==> src/hdl/tzr_pkg.sv <==
// Purpose: Shared constants for the zone temperature readout register block
// Assumes: Byte-wide register map reached through the serial interface engine
// Notes:   Offsets, reset values and read masks live here only
`default_nettype none

package tzr_pkg;

	// Reading format
	localparam int              TEMP_W        = 10;
	localparam int              ZONES         = 2;
	localparam int              ZONE_REMOTE   = 0;
	localparam int              ZONE_LOCAL    = 1;
	localparam logic [9:0]      FAULT_READING = 10'h200; // Reads as 80h / 00h

	// Register offsets
	localparam logic [7:0]      OFF_CONFIG = 8'h09;
	localparam logic [7:0]      OFF_RATE   = 8'h0A;
	localparam logic [7:0]      OFF_CTRL   = 8'h40;
	localparam logic [7:0]      OFF_FLAGS1 = 8'h41;
	localparam logic [7:0]      OFF_FLAGS2 = 8'h42;
	localparam logic [7:0]      ZONE_LOW_OFF    [ZONES] = '{8'h10, 8'h15};
	localparam logic [7:0]      ZONE_HIGH_OFF   [ZONES] = '{8'h25, 8'h26};
	localparam logic [7:0]      ZONE_LOWTHR_OFF [ZONES] = '{8'h4E, 8'h50};
	localparam logic [7:0]      ZONE_HIGHTHR_OFF[ZONES] = '{8'h4F, 8'h51};

	// Values after reset
	localparam logic [7:0]      RST_CONFIG  = 8'h00;
	localparam logic [7:0]      RST_RATE    = 8'h08;
	localparam logic [7:0]      RST_CTRL    = 8'h00;
	localparam logic [7:0]      RST_LOWTHR  = 8'h81;
	localparam logic [7:0]      RST_HIGHTHR = 8'h7F;
	localparam logic [9:0]      RST_READING = 10'h000;

	// Readable bits; everything else reads zero
	localparam logic [7:0]      MASK_CONFIG = 8'hE0;
	localparam logic [7:0]      MASK_CTRL   = 8'h0F;
	localparam logic [7:0]      MASK_FLAGS1 = 8'h30;
	localparam logic [7:0]      MASK_FLAGS2 = 8'h40;

	// Field positions
	localparam int              BIT_ALERT_MASK   = 7;
	localparam int              BIT_RUN_STOP     = 6;
	localparam int              BIT_ALERT_TACH   = 5;
	localparam int              BIT_LOCK         = 1;
	localparam int              BIT_REMOTE_LIMIT = 4;
	localparam int              BIT_LOCAL_LIMIT  = 5;
	localparam int              BIT_DIODE_FAULT  = 6;

	// Lockable cooling registers: offset, reset value, readable bits
	localparam int              LOCK_N = 14;
	localparam logic [7:0]      LOCK_OFF [LOCK_N] = '{
		8'h54, 8'h55, 8'h5C, 8'h5F, 8'h60, 8'h62, 8'h63,
		8'h64, 8'h67, 8'h68, 8'h6A, 8'h6B, 8'h6D, 8'h75};
	localparam logic [7:0]      LOCK_RST [LOCK_N] = '{
		8'hFF, 8'hFF, 8'h62, 8'hC3, 8'hC3, 8'h00, 8'h00,
		8'h80, 8'h5A, 8'h5A, 8'h64, 8'h64, 8'h44, 8'h07};
	localparam logic [7:0]      LOCK_MASK[LOCK_N] = '{
		8'hFF, 8'hFF, 8'hF7, 8'hFF, 8'hF0, 8'h2F, 8'hF0,
		8'hFF, 8'hFF, 8'hFF, 8'hFF, 8'hFF, 8'hFF, 8'h01};
	localparam int              IDX_DUTY_FLOOR = 7;

endpackage

`default_nettype wire

==> src/hdl/tzr_readout_regs.sv <==
// Purpose: Register side of a two-zone thermal monitor with fan control feed
// Assumes: A serial interface engine turns bus traffic into byte accesses
// Notes:   Read data appears the cycle after reg_rd; unmapped reads give 00h
// Overview of operation
// - Reserved bits of every register read as zero regardless of writes.
// - Each zone reading is a signed 10-bit two's complement Celsius value.
// - The remote zone reading carries the external diode result.
// - The local zone reading carries the on-die sensor result.
// - An absent or faulty remote diode gives the reading code 8000h.
// - The fault code sets the remote zone limit flag and the diode fault flag.
// - Reading registers are read-only and writes to them change nothing.
// - Every measurement is compared to the limits and sets an alarm flag if exceeded.
// - Every new reading is also passed to fan speed control.
// - Reading bits 9..2 sit in the high byte and bits 1..0 in low byte bits 7..6.
// - The code spans -55 to +125 degrees at 0.25 degree per step.
`default_nettype none

module tzr_readout_regs #(
	parameter int TEMP_W = tzr_pkg::TEMP_W
) (
	// Clock and reset
	input  wire logic              clk,
	input  wire logic              rst,
	// Byte register access from the serial interface engine
	input  wire logic [7:0]        reg_addr,
	input  wire logic              reg_wr,
	input  wire logic [7:0]        reg_wdata,
	input  wire logic              reg_rd,
	output logic      [7:0]        reg_rdata,
	// Remote diode conversions
	input  wire logic              remote_meas_valid,
	input  wire logic [TEMP_W-1:0] remote_meas_temp,
	input  wire logic              remote_diode_fault,
	// On-die sensor conversions
	input  wire logic              local_meas_valid,
	input  wire logic [TEMP_W-1:0] local_meas_temp,
	// Fan control feed
	output logic                   fan_remote_valid,
	output logic      [TEMP_W-1:0] fan_remote_temp,
	output logic                   fan_local_valid,
	output logic      [TEMP_W-1:0] fan_local_temp,
	// Configuration to the rest of the device
	output logic                   measurement_stop,
	output logic                   alert_pin_select,
	output logic                   alert_mask,
	output logic      [7:0]        measurement_rate,
	output logic                   regs_locked,
	output logic      [7:0]        cooling_regs [tzr_pkg::LOCK_N]
);

	localparam logic [7:0] LOCK_BIT = 8'(1) << tzr_pkg::BIT_LOCK;

	// Storage
	logic [7:0]        device_configuration;
	logic [7:0]        lock_control;
	logic [7:0]        cooling_q [tzr_pkg::LOCK_N];
	logic [7:0]        low_thr   [tzr_pkg::ZONES];
	logic [7:0]        high_thr  [tzr_pkg::ZONES];
	logic [1:0]        low_snap  [tzr_pkg::ZONES];
	logic [TEMP_W-1:0] reading   [tzr_pkg::ZONES];
	logic              limit_evt [tzr_pkg::ZONES];
	logic              fault_evt [tzr_pkg::ZONES];
	logic              fan_valid [tzr_pkg::ZONES];
	logic [TEMP_W-1:0] fan_temp  [tzr_pkg::ZONES];
	logic              remote_zone_limit_flag;
	logic              local_zone_limit_flag;
	logic              remote_diode_fault_flag;

	// Measurement inputs gathered per zone
	// remote diode is zone zero
	wire logic              meas_valid [tzr_pkg::ZONES];
	wire logic [TEMP_W-1:0] meas_temp  [tzr_pkg::ZONES];
	wire logic              meas_fault [tzr_pkg::ZONES];
	assign meas_valid[tzr_pkg::ZONE_REMOTE] = remote_meas_valid;
	assign meas_temp[tzr_pkg::ZONE_REMOTE]  = remote_meas_temp;
	assign meas_fault[tzr_pkg::ZONE_REMOTE] = remote_diode_fault;
	assign meas_valid[tzr_pkg::ZONE_LOCAL]  = local_meas_valid;
	assign meas_temp[tzr_pkg::ZONE_LOCAL]   = local_meas_temp;
	assign meas_fault[tzr_pkg::ZONE_LOCAL]  = 1'b0; // On-die sensor has no open fault

	// Fixed register decode
	wire logic hit_config = reg_addr == tzr_pkg::OFF_CONFIG;
	wire logic hit_rate   = reg_addr == tzr_pkg::OFF_RATE;
	wire logic hit_ctrl   = reg_addr == tzr_pkg::OFF_CTRL;
	wire logic hit_flags1 = reg_addr == tzr_pkg::OFF_FLAGS1;
	wire logic hit_flags2 = reg_addr == tzr_pkg::OFF_FLAGS2;
	wire logic rd_flags1  = reg_rd & hit_flags1;
	wire logic rd_flags2  = reg_rd & hit_flags2;

	// Read-or chains for the per-entry registers
	wire logic [7:0] zone_rd [tzr_pkg::ZONES+1];
	wire logic [7:0] lock_rd [tzr_pkg::LOCK_N+1];
	assign zone_rd[0] = 8'h00;
	assign lock_rd[0] = 8'h00;

	// Per-zone reading, limits and byte split
	genvar z;
	generate
		for (z = 0; z < tzr_pkg::ZONES; z++) begin : g_zone
			wire logic hit_high   = reg_addr == tzr_pkg::ZONE_HIGH_OFF[z];
			wire logic hit_low    = reg_addr == tzr_pkg::ZONE_LOW_OFF[z];
			wire logic hit_lowthr = reg_addr == tzr_pkg::ZONE_LOWTHR_OFF[z];
			wire logic hit_hithr  = reg_addr == tzr_pkg::ZONE_HIGHTHR_OFF[z];
			wire logic [7:0] high_byte = reading[z][TEMP_W-1 -: 8];
			wire logic [7:0] low_byte  = {low_snap[z], 6'h00};
			wire logic [7:0] own_rd =
				hit_high   ? high_byte   :
				hit_low    ? low_byte    :
				hit_lowthr ? low_thr[z]  :
				hit_hithr  ? high_thr[z] : 8'h00;
			assign zone_rd[z+1] = zone_rd[z] | own_rd;

			tzr_zone #(
				.TEMP_W (TEMP_W)
			) u_zone (
				.clk        (clk),
				.rst        (rst),
				.meas_valid (meas_valid[z]),
				.meas_temp  (meas_temp[z]),
				.meas_fault (meas_fault[z]),
				.low_thr    (low_thr[z]),
				.high_thr   (high_thr[z]),
				.reading    (reading[z]),
				.limit_evt  (limit_evt[z]),
				.fault_evt  (fault_evt[z]),
				.fan_valid  (fan_valid[z]),
				.fan_temp   (fan_temp[z])
			);

			// Limits are never locked
			always_ff @(posedge clk or posedge rst) begin
				if (rst) begin
					low_thr[z]  <= tzr_pkg::RST_LOWTHR;
					high_thr[z] <= tzr_pkg::RST_HIGHTHR;
				end else if (reg_wr) begin
					if (hit_lowthr)
						low_thr[z] <= reg_wdata;
					if (hit_hithr)
						high_thr[z] <= reg_wdata;
				end
			end

			// Reading the high byte freezes the low bits of the same conversion
			// paired byte snapshot
			always_ff @(posedge clk or posedge rst) begin
				if (rst)
					low_snap[z] <= 2'b00;
				else if (reg_rd && hit_high)
					low_snap[z] <= reading[z][1:0];
			end
		end
	endgenerate

	// Lockable cooling registers, one entry each
	genvar k;
	generate
		for (k = 0; k < tzr_pkg::LOCK_N; k++) begin : g_lock
			wire logic hit = reg_addr == tzr_pkg::LOCK_OFF[k];
			wire logic we  = reg_wr & hit & ~regs_locked;
			wire logic [7:0] shown = cooling_q[k] & tzr_pkg::LOCK_MASK[k];
			assign lock_rd[k+1]   = lock_rd[k] | (hit ? shown : 8'h00);
			assign cooling_regs[k] = shown;

			always_ff @(posedge clk or posedge rst) begin
				if (rst)
					cooling_q[k] <= tzr_pkg::LOCK_RST[k];
				else if (we)
					cooling_q[k] <= reg_wdata;
			end
		end
	endgenerate

	// Configuration, rate and lock control
	// Lock bit can only be set; only a reset releases it
	// sticky lock bit
	wire logic [7:0] next_ctrl = (reg_wdata & tzr_pkg::MASK_CTRL) | (lock_control & LOCK_BIT);
	always_ff @(posedge clk or posedge rst) begin
		if (rst) begin
			device_configuration <= tzr_pkg::RST_CONFIG;
			measurement_rate     <= tzr_pkg::RST_RATE;
			lock_control         <= tzr_pkg::RST_CTRL;
		end else if (reg_wr) begin
			if (hit_config)
				device_configuration <= reg_wdata & tzr_pkg::MASK_CONFIG;
			if (hit_rate)
				measurement_rate <= reg_wdata;
			if (hit_ctrl)
				lock_control <= next_ctrl;
		end
	end

	assign regs_locked      = lock_control[tzr_pkg::BIT_LOCK];
	assign measurement_stop = device_configuration[tzr_pkg::BIT_RUN_STOP];
	assign alert_pin_select = device_configuration[tzr_pkg::BIT_ALERT_TACH];
	assign alert_mask       = device_configuration[tzr_pkg::BIT_ALERT_MASK];

	// Event flags: set by a conversion, cleared by reading them
	// A set in the clearing cycle wins, so no event is lost
	// fault sets both flags
	wire logic next_remote_limit =
		limit_evt[tzr_pkg::ZONE_REMOTE] | (remote_zone_limit_flag & ~rd_flags1);
	wire logic next_local_limit =
		limit_evt[tzr_pkg::ZONE_LOCAL] | (local_zone_limit_flag & ~rd_flags1);
	wire logic next_diode_fault =
		fault_evt[tzr_pkg::ZONE_REMOTE] | (remote_diode_fault_flag & ~rd_flags2);
	always_ff @(posedge clk or posedge rst) begin
		if (rst) begin
			remote_zone_limit_flag  <= 1'b0;
			local_zone_limit_flag   <= 1'b0;
			remote_diode_fault_flag <= 1'b0;
		end else begin
			remote_zone_limit_flag  <= next_remote_limit;
			local_zone_limit_flag   <= next_local_limit;
			remote_diode_fault_flag <= next_diode_fault;
		end
	end

	// Status bytes; everything outside the named flags reads zero
	// reserved status bits
	wire logic [7:0] flags1_raw = (8'(remote_zone_limit_flag) << tzr_pkg::BIT_REMOTE_LIMIT)
		| (8'(local_zone_limit_flag) << tzr_pkg::BIT_LOCAL_LIMIT);
	wire logic [7:0] flags2_raw = 8'(remote_diode_fault_flag) << tzr_pkg::BIT_DIODE_FAULT;
	wire logic [7:0] event_flags_first  = flags1_raw & tzr_pkg::MASK_FLAGS1;
	wire logic [7:0] event_flags_second = flags2_raw & tzr_pkg::MASK_FLAGS2;

	// Read selection; unmapped offsets fall through to 00h
	wire logic [7:0] rd_mux =
		hit_config ? device_configuration & tzr_pkg::MASK_CONFIG :
		hit_rate   ? measurement_rate                            :
		hit_ctrl   ? lock_control & tzr_pkg::MASK_CTRL           :
		hit_flags1 ? event_flags_first                           :
		hit_flags2 ? event_flags_second                          :
		zone_rd[tzr_pkg::ZONES] | lock_rd[tzr_pkg::LOCK_N];

	// Registered read data holds until the next read
	always_ff @(posedge clk or posedge rst) begin
		if (rst)
			reg_rdata <= 8'h00;
		else if (reg_rd)
			reg_rdata <= rd_mux;
	end

	// Fan feed straight from the zone flops
	// fan feed ports
	assign fan_remote_valid = fan_valid[tzr_pkg::ZONE_REMOTE];
	assign fan_remote_temp  = fan_temp[tzr_pkg::ZONE_REMOTE];
	assign fan_local_valid  = fan_valid[tzr_pkg::ZONE_LOCAL];
	assign fan_local_temp   = fan_temp[tzr_pkg::ZONE_LOCAL];

	// quarter-degree code, +25 reads 19h / 00h
	wire logic [7:0] remote_high_byte = reading[tzr_pkg::ZONE_REMOTE][TEMP_W-1 -: 8];
	wire logic [7:0] local_high_byte  = reading[tzr_pkg::ZONE_LOCAL][TEMP_W-1 -: 8];
endmodule

`default_nettype wire

==> src/hdl/tzr_zone.sv <==
// Purpose: One temperature zone: latch reading, check limits, feed fan control
// Assumes: meas_valid is a one-cycle pulse per finished conversion
// Notes:   Limits compare against the whole-degree part of the reading
`default_nettype none

module tzr_zone #(
	parameter int TEMP_W = tzr_pkg::TEMP_W
) (
	// Clock and reset
	input  wire logic              clk,
	input  wire logic              rst,
	// New measurement
	input  wire logic              meas_valid,
	input  wire logic [TEMP_W-1:0] meas_temp,
	input  wire logic              meas_fault,
	// Programmed limits, signed whole degrees
	input  wire logic [7:0]        low_thr,
	input  wire logic [7:0]        high_thr,
	// Reading and events
	output logic      [TEMP_W-1:0] reading,
	output logic                   limit_evt,
	output logic                   fault_evt,
	// Fan control feed
	output logic                   fan_valid,
	output logic      [TEMP_W-1:0] fan_temp
);

	// Fault replaces the sample with the fault code
	// fault code substitute
	wire logic [TEMP_W-1:0] next_reading = meas_fault ? tzr_pkg::FAULT_READING : meas_temp;
	wire logic signed [7:0] whole        = next_reading[TEMP_W-1 -: 8];
	wire logic              above        = whole > $signed(high_thr);
	wire logic              below        = whole < $signed(low_thr);

	// Reading only moves on a conversion, so writes cannot touch it
	// read-only reading
	always_ff @(posedge clk or posedge rst) begin
		if (rst)
			reading <= tzr_pkg::RST_READING;
		else if (meas_valid)
			reading <= next_reading;
	end

	always_ff @(posedge clk or posedge rst) begin
		if (rst) begin
			limit_evt <= 1'b0;
			fault_evt <= 1'b0;
		end else begin
			limit_evt <= meas_valid & (meas_fault | above | below);
			fault_evt <= meas_valid & meas_fault;
		end
	end

	always_ff @(posedge clk or posedge rst) begin
		if (rst) begin
			fan_valid <= 1'b0;
			fan_temp  <= tzr_pkg::RST_READING;
		end else begin
			fan_valid <= meas_valid;
			if (meas_valid)
				fan_temp <= next_reading;
		end
	end
endmodule

`default_nettype wire

==> config.mk <==
export PLATFORM = sky130hd
export DESIGN_NAME = tzr_readout_regs
export DESIGN_NICKNAME = d
export VERILOG_FILES = /design/src/hdl/tzr_pkg.sv /design/src/hdl/tzr_readout_regs.sv /design/src/hdl/tzr_zone.sv
export SDC_FILE = /design/constraint.sdc
export NUM_CORES = 1
export LEC_CHECK = 0
export BUFFER_PORTS_ARGS = -buffer_cell sky130_fd_sc_hd__buf_2
export CAP_MARGIN = 10
export CORE_MARGIN = 8
export CORE_UTILIZATION = 56
export DETAILED_ROUTE_END_ITERATION = 16
export GPL_TIMING_DRIVEN = 0
export PLACE_DENSITY = 0.78
export SLEW_MARGIN = 10
export SYNTH_ARGS = -nofsm -noshare
export SYNTH_HDL_FRONTEND = slang
export SYNTH_HIERARCHICAL = 1
export SYNTH_SLANG_ARGS = --single-unit
==> constraint.sdc <==
create_clock -name clk -period 14.1 [get_ports clk]
set_clock_uncertainty 0.15 [all_clocks]
set_input_delay 2.115 -clock clk [delete_from_list [all_inputs] [get_ports clk]]
set_output_delay 2.115 -clock clk [all_outputs]
set_load 0.01 [all_outputs]
# Word-level counts from Yosys, hierarchy flattened
# Cells that the tools add are included.
dict set report word_totals {
  reg_bits 190
  input_bits 43
  output_inout_bits 154
  word_cells 164
}
dict set report op_classes {
  order_cmp 4
  n_eq_ne 27
  muxes 28
  bitwise_logic 62
  reduce_logical 9
}
# op n
set op_table {}
lappend op_table {{$mux W8} 25}
lappend op_table {{$eq A8 B7 Y1 const B} 21}
lappend op_table {{$or A8 B8 Y8} 13}
lappend op_table {{$and A1 B1 Y1} 36}
lappend op_table {{$eq A8 B4 Y1 const B} 2}
lappend op_table {{$eq A8 B5 Y1 const B} 2}
lappend op_table {{$eq A8 B6 Y1 const B} 2}
lappend op_table {{$gt A8 B8 Y1} 2}
lappend op_table {{$lt A8 B8 Y1} 2}
lappend op_table {{$reduce_and A2 Y1} 7}
lappend op_table {{$mux W10} 1}
lappend op_table {{$or A8 B1 Y8} 1}
lappend op_table {{$or A8 B6 Y8} 1}
lappend op_table {{$mux W6} 1}
lappend op_table {{$or A1 B1 Y1} 6}
lappend op_table {{$or A5 B6 Y6} 1}
lappend op_table {{$or A4 B2 Y4} 1}
lappend op_table {{$not A1 Y1} 3}
lappend op_table {{$logic_and A1 B1 Y1} 2}
lappend op_table {{$mux W1} 1}

# Depth between registers and ports, before layout
# Gate-level depths: netlist (run 1).
dict set report depth {
  ltp_word 21
  depth_mapped 9
  ltp_nobuf 7
}

# Modules after synthesis
# Netlist (run 1), hierarchy kept.
# mod instances cells_each area_each_um2
set by_module_without_submodules {}
lappend by_module_without_submodules {tzr_readout_regs 1 652 7927.6}
lappend by_module_without_submodules {tzr_zone 2 106 973.4}

# Worst setup path after synthesis (run 1)
# Ideal clock, no wire load.
dict set report synth_timing {
  path_type {input to register}
  startpoint {input remote_diode_fault}
  endpoint {register g_zone[0].u_zone.limit_evt}
  setup_ns 0.088
  arrival_time_ns 3.682
  setup_slack_ns 10.180
  stages 8
  path_cell_list {clkbuf_1 > or2_2 > ha_1 > nand4_1 > a211o_1 > o21ai_0 > o311ai_0 > a41oi_1}
}
dict set report synth_via {
  elab_chain_len 5
  word_cells_on_any_way 6
  cone_classes {order compare (2); mux (1); bitwise (3)}
}
# element line_no
set synth_rtl {}
lappend synth_rtl {{start, declared} tzr_readout_regs.sv:33} ;# input wire logic remote_diode_fault,
lappend synth_rtl {{$mux W10 (*)} tzr_zone.sv:30} ;# wire logic [TEMP_W-1:0] next_reading = meas_fault ? tzr_pkg::FAULT_READING : meas_temp;
lappend synth_rtl {{net g_zone[0].u_zone.next_reading[9]} tzr_zone.sv:30}
lappend synth_rtl {{$gt A8 B8 Y1} tzr_zone.sv:32} ;# wire logic above = whole > $signed(high_thr);
lappend synth_rtl {{$or A1 B1 Y1} tzr_zone.sv:49} ;# limit_evt <= meas_valid & (meas_fault | above | below);
lappend synth_rtl {{$or A1 B1 Y1 (*)} tzr_zone.sv:49}
lappend synth_rtl {{$and A1 B1 Y1 (*)} tzr_zone.sv:49}
lappend synth_rtl {{end signal, assigned} tzr_zone.sv:49}
lappend synth_rtl {{end, declared} tzr_zone.sv:21} ;# output logic limit_evt,
# Mark *: on every way through the listed nets, which the timed path passes. The rest lies on a longest branch.
# A chain may end at the register's enable or synchronous reset.

# Worst setup path after layout (run 1)
dict set report layout_timing {
  startpoint {input reg_addr[1]}
  endpoint {register reg_rdata[2]}
}
dict set report layout_via {
  elab_chain_len 21
  word_cells_on_any_way 63
  cone_classes {eq/ne (24); mux (24); bitwise (15)}
}
# element line_no
set layout_rtl {}
lappend layout_rtl {{start, declared} tzr_readout_regs.sv:25} ;# input wire logic [7:0] reg_addr,
lappend layout_rtl {{$eq A8 B7 Y1} tzr_readout_regs.sv:158} ;# wire logic hit = reg_addr == tzr_pkg::LOCK_OFF[k];
lappend layout_rtl {{$mux W8} tzr_readout_regs.sv:161} ;# assign lock_rd[k+1] = lock_rd[k] | (hit ? shown : 8'h00);
lappend layout_rtl {{$or A8 B8 Y8 (4 in a row)} tzr_readout_regs.sv:161}
lappend layout_rtl {{$or A8 B6 Y8} tzr_readout_regs.sv:161}
lappend layout_rtl {{$or A8 B8 Y8 (7 in a row)} tzr_readout_regs.sv:161}
lappend layout_rtl {{$or A8 B1 Y8} tzr_readout_regs.sv:161}
lappend layout_rtl {{$or A8 B8 Y8} tzr_readout_regs.sv:233} ;# zone_rd[tzr_pkg::ZONES] | lock_rd[tzr_pkg::LOCK_N];
lappend layout_rtl {{$mux W8} tzr_readout_regs.sv:232} ;# hit_flags2 ? event_flags_second :
lappend layout_rtl {{$mux W8} tzr_readout_regs.sv:231} ;# hit_flags1 ? event_flags_first :
lappend layout_rtl {{$mux W8} tzr_readout_regs.sv:230} ;# hit_ctrl ? lock_control & tzr_pkg::MASK_CTRL :
lappend layout_rtl {{$mux W8} tzr_readout_regs.sv:229} ;# hit_rate ? measurement_rate :
lappend layout_rtl {{$mux W8 (*)} tzr_readout_regs.sv:228} ;# hit_config ? device_configuration & tzr_pkg::MASK_CONFIG :
lappend layout_rtl {{end signal, assigned} tzr_readout_regs.sv:240} ;# reg_rdata <= rd_mux;
lappend layout_rtl {{end, declared} tzr_readout_regs.sv:29} ;# output logic [7:0] reg_rdata,
# Every way passes the cells marked *; elsewhere a longest branch is shown, timed or not.

==> metrics.md, run 1 <==
| Metric | Value |
|---|---|
| Final wirelength | `34.4 mm` |
| LEAKAGE | `5.66 nW` |
| Critical Path Source Type | `primary input` |
| Clock Sinks | `180` |
| Syn. warnings | `6` |
| Mean routed wirelength per cell | `between 20 and 30 um` |
| Die area | `22100 um^2` |
| P_sw | `approximately 0.36 mW` |
| Clock root buffer | `clkbuf_16` |
| Placed cell area | `11100 um^2` |
| Post-Syn Instances | `about 860` |
| Antenna violations before repair | `2` |
| Total gr overflow | `0` |
| Core Region | `17200 um^2` |
| Post-CTS Resized | `0` |
| Fin cells | `roughly 1300` |
| Nets | `approximately 1100` |
| Final Hold Viols | `0` |
| Drt drc | `0` |
| Most frequent cells in the layout | `buf_2 (190), mux2_2 (127), dfrtp_1 (118)` |
| Htree depth | `4` |
| Fillers | `around 1400` |
| Pre-CTS setup slack | `9.36 ns` |
| CP Data Arrival Time | `4.53 ns` |
| Vias post-DR | `8309` |
| Required @ worst endpoint | `14.27 ns` |
| Final period utilization | `0.309` |
| Worst Hold Class | `reg -> reg` |
| Initial core utilization | `0.571` |
| Crit-path max FO | `10` |
| Maximum clock frequency | `between 200 and 250 MHz` |
| Most common cell after layout, fill and taps aside | `buf_2` |
| Synthesized area | `9840 um^2` |
| CTS tree | `built` |
| Reg power frac | `0.473` |
| Crit. End Element | `flop` |
| Layout cells sized above 1 | `0.446` |
| Post-CTS setup buffer count | `0` |
| Cell row count | `48` |
| Inst Count DP | `1285` |
| Die height | `about 150 um` |
| Crit path kind | `in -> reg` |
| IR drop worst, VDD | `~0.087 mV` |
| First-pass GRT wire length | `a little over 50 mm` |
| Avg Vias per Cell | `approximately 6.3` |
| Tmin final | `between 4 and 5 ns` |
| TNS Setup | `0 ns` |
| PD cells | `104 nW/um^2` |
| Clk pwr share | `0.387` |
| Switching Fraction | `0.294` |
| Synth Area per Inst | `11.4 um^2` |
| Worst-Margin Slew | `between 1 and 1.5 ns` |
| Fin. max-slew vios | `0` |
| Die Span X | `149 um` |
| CTS Buf Count | `17` |
| DR iter-0 viols | `767` |
| Rel. slew slack | `0.278` |
| DRT Pass-1 Iters | `7` |
| Port bufs | `between 150 and 200` |
| Int Power | `approximately 0.86 mW` |
| Status | `finished, final reports clean` |
| Routability congestion estimate | `1.04` |
| Final setup margin | `approximately 9.7 ns` |
| Final instance area | `11700 um^2` |
| Area of the multi-input gates | `4680 um^2` |
| Final ANT Viol Nets | `0` |
| Largest net degree at the start of global routing | `a little over 80` |
| Unrepaired setup endpoints after global routing | `no` |
| # hold bufs at CTS | `0` |
| Clock Pin Slew Worst Setup and Hold Paths | `0.07 ns` |
| Seq. cell area | `4580 um^2` |
| Area growth syn-to-layout | `18.8%` |
| Io pins | `around 200` |
| Max Cap Viol | `0` |
| Clk_lat worst skew | `0.44 ns` |
| CTS Buffer Depth | `2` |
| Dpl hpwl | `25.7 mm` |
| Vias in the first global route | `8173` |
| Gate power share | `0.140` |
| Final Hold Slack | `0.293 ns` |
| # setup viols final | `0` |
| GRT Total Usage | `0.310` |
==> area by class of cell <==
class | count | area share
diodes | 2 | 0.000428
plain buffers | 87 | 0.0470
well taps | 225 | 0.0241
flip-flops and latches | 180 | 0.392
clock buffers | 18 | 0.0376
repair buffers | 175 | 0.0768
inverters | 31 | 0.0106
multi-input cells | 587 | 0.400
clock inverters | 14 | 0.0114
==> flip-flops by register name, summed over array words and instances (netlist names), 4 cells and up <==
| signal | cells |
|---|---|
| cooling_regs | 21 |
| g_lock.shown | 72 |
| g_zone.low_byte | 4 |
| g_zone.u_zone/reading | 20 |
| high_thr | 16 |
| lock_control | 4 |
| low_thr | 16 |
| measurement_rate | 8 |
| reg_rdata | 8 |
==> power by group through the flow <==
stage | clock (mW) | combinational, mW | sequential, mW
2_1_floorplan | 0 | 0.0931 | 0.585
3_3_place_gp | 0 | 0.165 | 0.582
3_5_place_dp | 0 | 0.168 | 0.583
4_1_cts | 0.475 | 0.169 | 0.574
5_1_grt | 0.492 | 0.184 | 0.578
6_report | 0.471 | 0.170 | 0.575
==> critical path, cell delays in order <==
cell and delay, ns:
buf_2 0.12, buf_4 0.17, nor2b_1 0.13, clkbuf_1 0.30, nand4_1 0.48, o21ai_0 0.16, a2111oi_0 0.63, and4_1 0.35
o2bb2ai_1 0.07
==> final timing paths <==
path | depth (start not counted) | start | slack, ns | endpoint
hold reg to reg | 1 | g_zone[0].u_zone/limit_evt | 0.29 | remote_zone_limit_flag
max in group asynchronous | 3 | rst | 11.39 | cooling_regs[0]
hold / removal | 1 | g_zone[0].u_zone/limit_evt | 0.29 | remote_zone_limit_flag
setup / recovery | 9 | reg_addr[1] | 9.74 | reg_rdata[2]
setup reg to reg | 6 | low_thr[2] | 11.52 | reg_rdata[2]
min in group asynchronous | 2 | rst | 1.58 | g_zone[1].u_zone/reading[1]
==> through the flow <==
stage | total power, mW | util
global route | 1.25 | 0.678
CTS | 1.22 | 0.678
global placement | 0.747 | 0.643
finish | 1.22 | 0.678
floorplan | 0.678 | -
detailed placement | 0.752 | 0.645
==> metal layers <==
metal	vias up	global-route usage	routed length, um
met1	4097	0.422	14500
met5	-	0	16
met3	107	0.0769	3550
met4	2	0.152	1500
met2	540	0.451	14900
li1	3563	-	-
(Power assumes the default switching activity.)
==> inputs of run 2 (changes only) <==
--- a/config.mk
+++ b/config.mk
@@ -5,13 +5,14 @@
 export SDC_FILE = /design/constraint.sdc
 export NUM_CORES = 1
 export LEC_CHECK = 0
+export ABC_AREA = 1
 export BUFFER_PORTS_ARGS = -buffer_cell sky130_fd_sc_hd__buf_2
 export CAP_MARGIN = 10
 export CORE_MARGIN = 8
-export CORE_UTILIZATION = 56
+export CORE_UTILIZATION = 50
 export DETAILED_ROUTE_END_ITERATION = 16
 export GPL_TIMING_DRIVEN = 0
-export PLACE_DENSITY = 0.78
+export PLACE_DENSITY = 0.74
 export SLEW_MARGIN = 10
 export SYNTH_ARGS = -nofsm -noshare
 export SYNTH_HDL_FRONTEND = slang
==> constraint.sdc (replaced) <==
create_clock -name clk -period 3.96 [get_ports clk]
set_clock_uncertainty 0.15 [all_clocks]
set_input_delay 0.594 -clock clk [delete_from_list [all_inputs] [get_ports clk]]
set_output_delay 0.594 -clock clk [all_outputs]
set_load 0.01 [all_outputs]
==> run 2 against run 1 <==
Final cell count grew 30%. Setup slack worse by 8.2 ns. Routed wire length is 5.6% lower. Sequential power rose to 3.5 times the previous value. Core utilization is 6.2 points lower. Clock power rose to 3.9 times the previous value. Combinational power grew to 3.1 times the previous value.
==> metrics.md, run 2 <==
| Metric | Value |
|---|---|
| Status | `finished, final reports clean` |
| Final setup margin | `1.56 ns (-8.18 ns)` |
| Post-CTS Resized | `0 (unchanged)` |
| CTS Buffer Depth | `2 (unchanged)` |
| Rel. slew slack | `0.408 (+0.130)` |
| Crit path kind | `in -> reg` |
| Drt drc | `0 (unchanged)` |
| # hold bufs at CTS | `0 (unchanged)` |
| First-pass GRT wire length | `49.8 mm (-2.3%)` |
| Post-Syn Instances | `1241 (+44%)` |
| Most frequent cells in the layout | `nand2_1 (446), buf_2 (183), o21ai_0 (148)` |
| P_sw | `1.16 mW (+220%)` |
| Worst-Margin Slew | `0.888 ns (-0.186 ns)` |
| CTS tree | `built` |
| Synthesized area | `9590 um^2 (-2.6%)` |
| ANT cells | `0 (-2)` |
| Final period utilization | `0.606` |
| Max reg flops | `72 (unchanged)` |
| Final Hold Slack | `0.0663 ns (-0.227 ns)` |
| Cell row count | `50 (+4.2%)` |
| LEAKAGE | `6.06 nW (+7.2%)` |
| Die area | `23900 um^2 (+8.1%)` |
| Inst Count DP | `1677 (+31%)` |
| Fin. max-slew vios | `0 (unchanged)` |
| Largest net degree at the start of global routing | `40 (-51%)` |
| DR iter-0 viols | `974 (+27%)` |
| Final instance area | `11600 um^2 (-1.1%)` |
| DRT Pass-1 Iters | `5 (-2)` |
| Antenna violations before repair | `0 (-2)` |
| Worst Hold Class | `in -> async` |
| Die height | `155 um (+4.0%)` |
| Most common cell after layout, fill and taps aside | `nand2_1` |
| Reg power frac | `0.463 (-0.010)` |
| Switching Fraction | `0.264 (-0.0305)` |
| Crit-path max FO | `6 (-4)` |
| Clock root buffer | `clkbuf_16` |
| Int Power | `3.24 mW (+280%)` |
| PD cells | `381 nW/um^2 (+270%)` |
| Mean routed wirelength per cell | `19.0 um (-27%)` |
| Post-CTS setup buffer count | `0 (unchanged)` |
| Die Span X | `155 um (+4.0%)` |
| Gate power share | `0.120 (-0.020)` |
| Total gr overflow | `0 (unchanged)` |
| Final Hold Viols | `0 (unchanged)` |
| Total power | `4.40 mW (+260%)` |
| CP Data Arrival Time | `2.58 ns (-1.95 ns)` |
| Required @ worst endpoint | `4.14 ns (-10.13 ns)` |
| Tmin final | `2.40 ns` |
| Syn. warnings | `6 (unchanged)` |
| Pre-CTS setup slack | `1.21 ns (-8.16 ns)` |
| Core Region | `18800 um^2 (+8.9%)` |
| Fillers | `1757 (+30%)` |
| Max Cap Viol | `0 (unchanged)` |
| Synth Area per Inst | `7.73 um^2 (-32%)` |
| Port bufs | `175 (+0.57%)` |
| Final ANT Viol Nets | `0 (unchanged)` |
| Fin cells | `1709 (+30%)` |
| Clk pwr share | `0.417 (+0.030)` |
| Placed cell area | `10900 um^2 (-1.7%)` |
| # setup viols final | `0 (unchanged)` |
| IR drop worst, VDD | `0.320 mV (+270%)` |
| Area growth syn-to-layout | `20.6%` |
| Clk_lat worst skew | `0.44 ns (about the same)` |
| Clock Pin Slew Worst Setup and Hold Paths | `0.07 ns (about the same)` |
| Htree depth | `4 (unchanged)` |
| Avg Vias per Cell | `5.39 (-14%)` |
| TNS Setup | `0 ns (unchanged)` |
| Final wirelength | `32.5 mm (-5.6%)` |
| Util after Layout | `0.616 (-0.0624)` |
| Unrepaired setup endpoints after global routing | `no` |
| Crit. End Element | `flop` |
| Maximum clock frequency | `between 400 and 500 MHz` |
| Io pins | `197 (unchanged)` |
| Routability congestion estimate | `0.926 (-11%)` |
| Vias post-DR | `9218 (+11%)` |
| CTS Buf Count | `17 (unchanged)` |
| GRT Total Usage | `0.272 (-0.0374)` |
| Dpl hpwl | `24.9 mm (-3.4%)` |
| Initial core utilization | `0.511 (-0.0600)` |
| Clock Sinks | `180 (unchanged)` |
| Layout cells sized above 1 | `0.256 (-0.190)` |
| Critical Path Source Type | `primary input` |
| Vias in the first global route | `8723 (+6.7%)` |
| Nets | `1525 (+34%)` |
run 2: power by group through the flow:
stage	Clock (mW)	Combinational, mW	Sequential, mW
global placement	0	0.505	2.07
detailed placement	0	0.527	2.07
CTS	1.85	0.529	2.04
global route	1.93	0.587	2.05
floorplan	0	0.284	2.08
finish	1.83	0.528	2.04
run 2: final cells by class:
type | instances | area, um^2 | share of cell area
plain buffers | 74 | 460 | 0.0398
clock buffers | 21 | 460 | 0.0398
clock inverters | 11 | 173 | 0.0149
inverters | 113 | 428 | 0.0370
multi-input cells | 897 | 4210 | 0.364
flip-flops and latches | 180 | 4580 | 0.396
well taps | 234 | 293 | 0.0253
repair buffers | 179 | 956 | 0.0827
run 2: worst paths after layout:
check	end	start	slack [ns]	cells after the start
max	reg_rdata[3]	reg_addr[0]	1.56	14
min	g_zone[1].u_zone/limit_evt	rst	0.07	2
max reg2reg	g_lock[3].shown[5]	lock_control[1]	1.79	5
min reg2reg	reg_rdata[2]	reg_rdata[2]	0.33	2
max in group asynchronous	cooling_regs[93]	rst	2.45	5
min in group clk	g_zone[1].u_zone/fan_valid	local_meas_valid	0.12	1
run 2: critical path, stage by stage:
cell and delay [ns]:
buf_2 0.12, inv_1 0.07, nand2_1 0.29, nor2_1 0.13, nand2_1 0.14, inv_1 0.13, nand2_1 0.08, nand2_1 0.06
nor2_1 0.26, nand3_1 0.13, nor2_1 0.27, nand3_1 0.16, nand2_1 0.09, nand2_1 0.05
run 2: layer usage:
layer  up-vias  part of all wire  global-route usage
li1       4346                 -                   -
met2       446              0.46               0.435
met1      4361              0.42               0.357
met4         0             0.032               0.109
met5         -                 0                   0
met3        65             0.088              0.0554
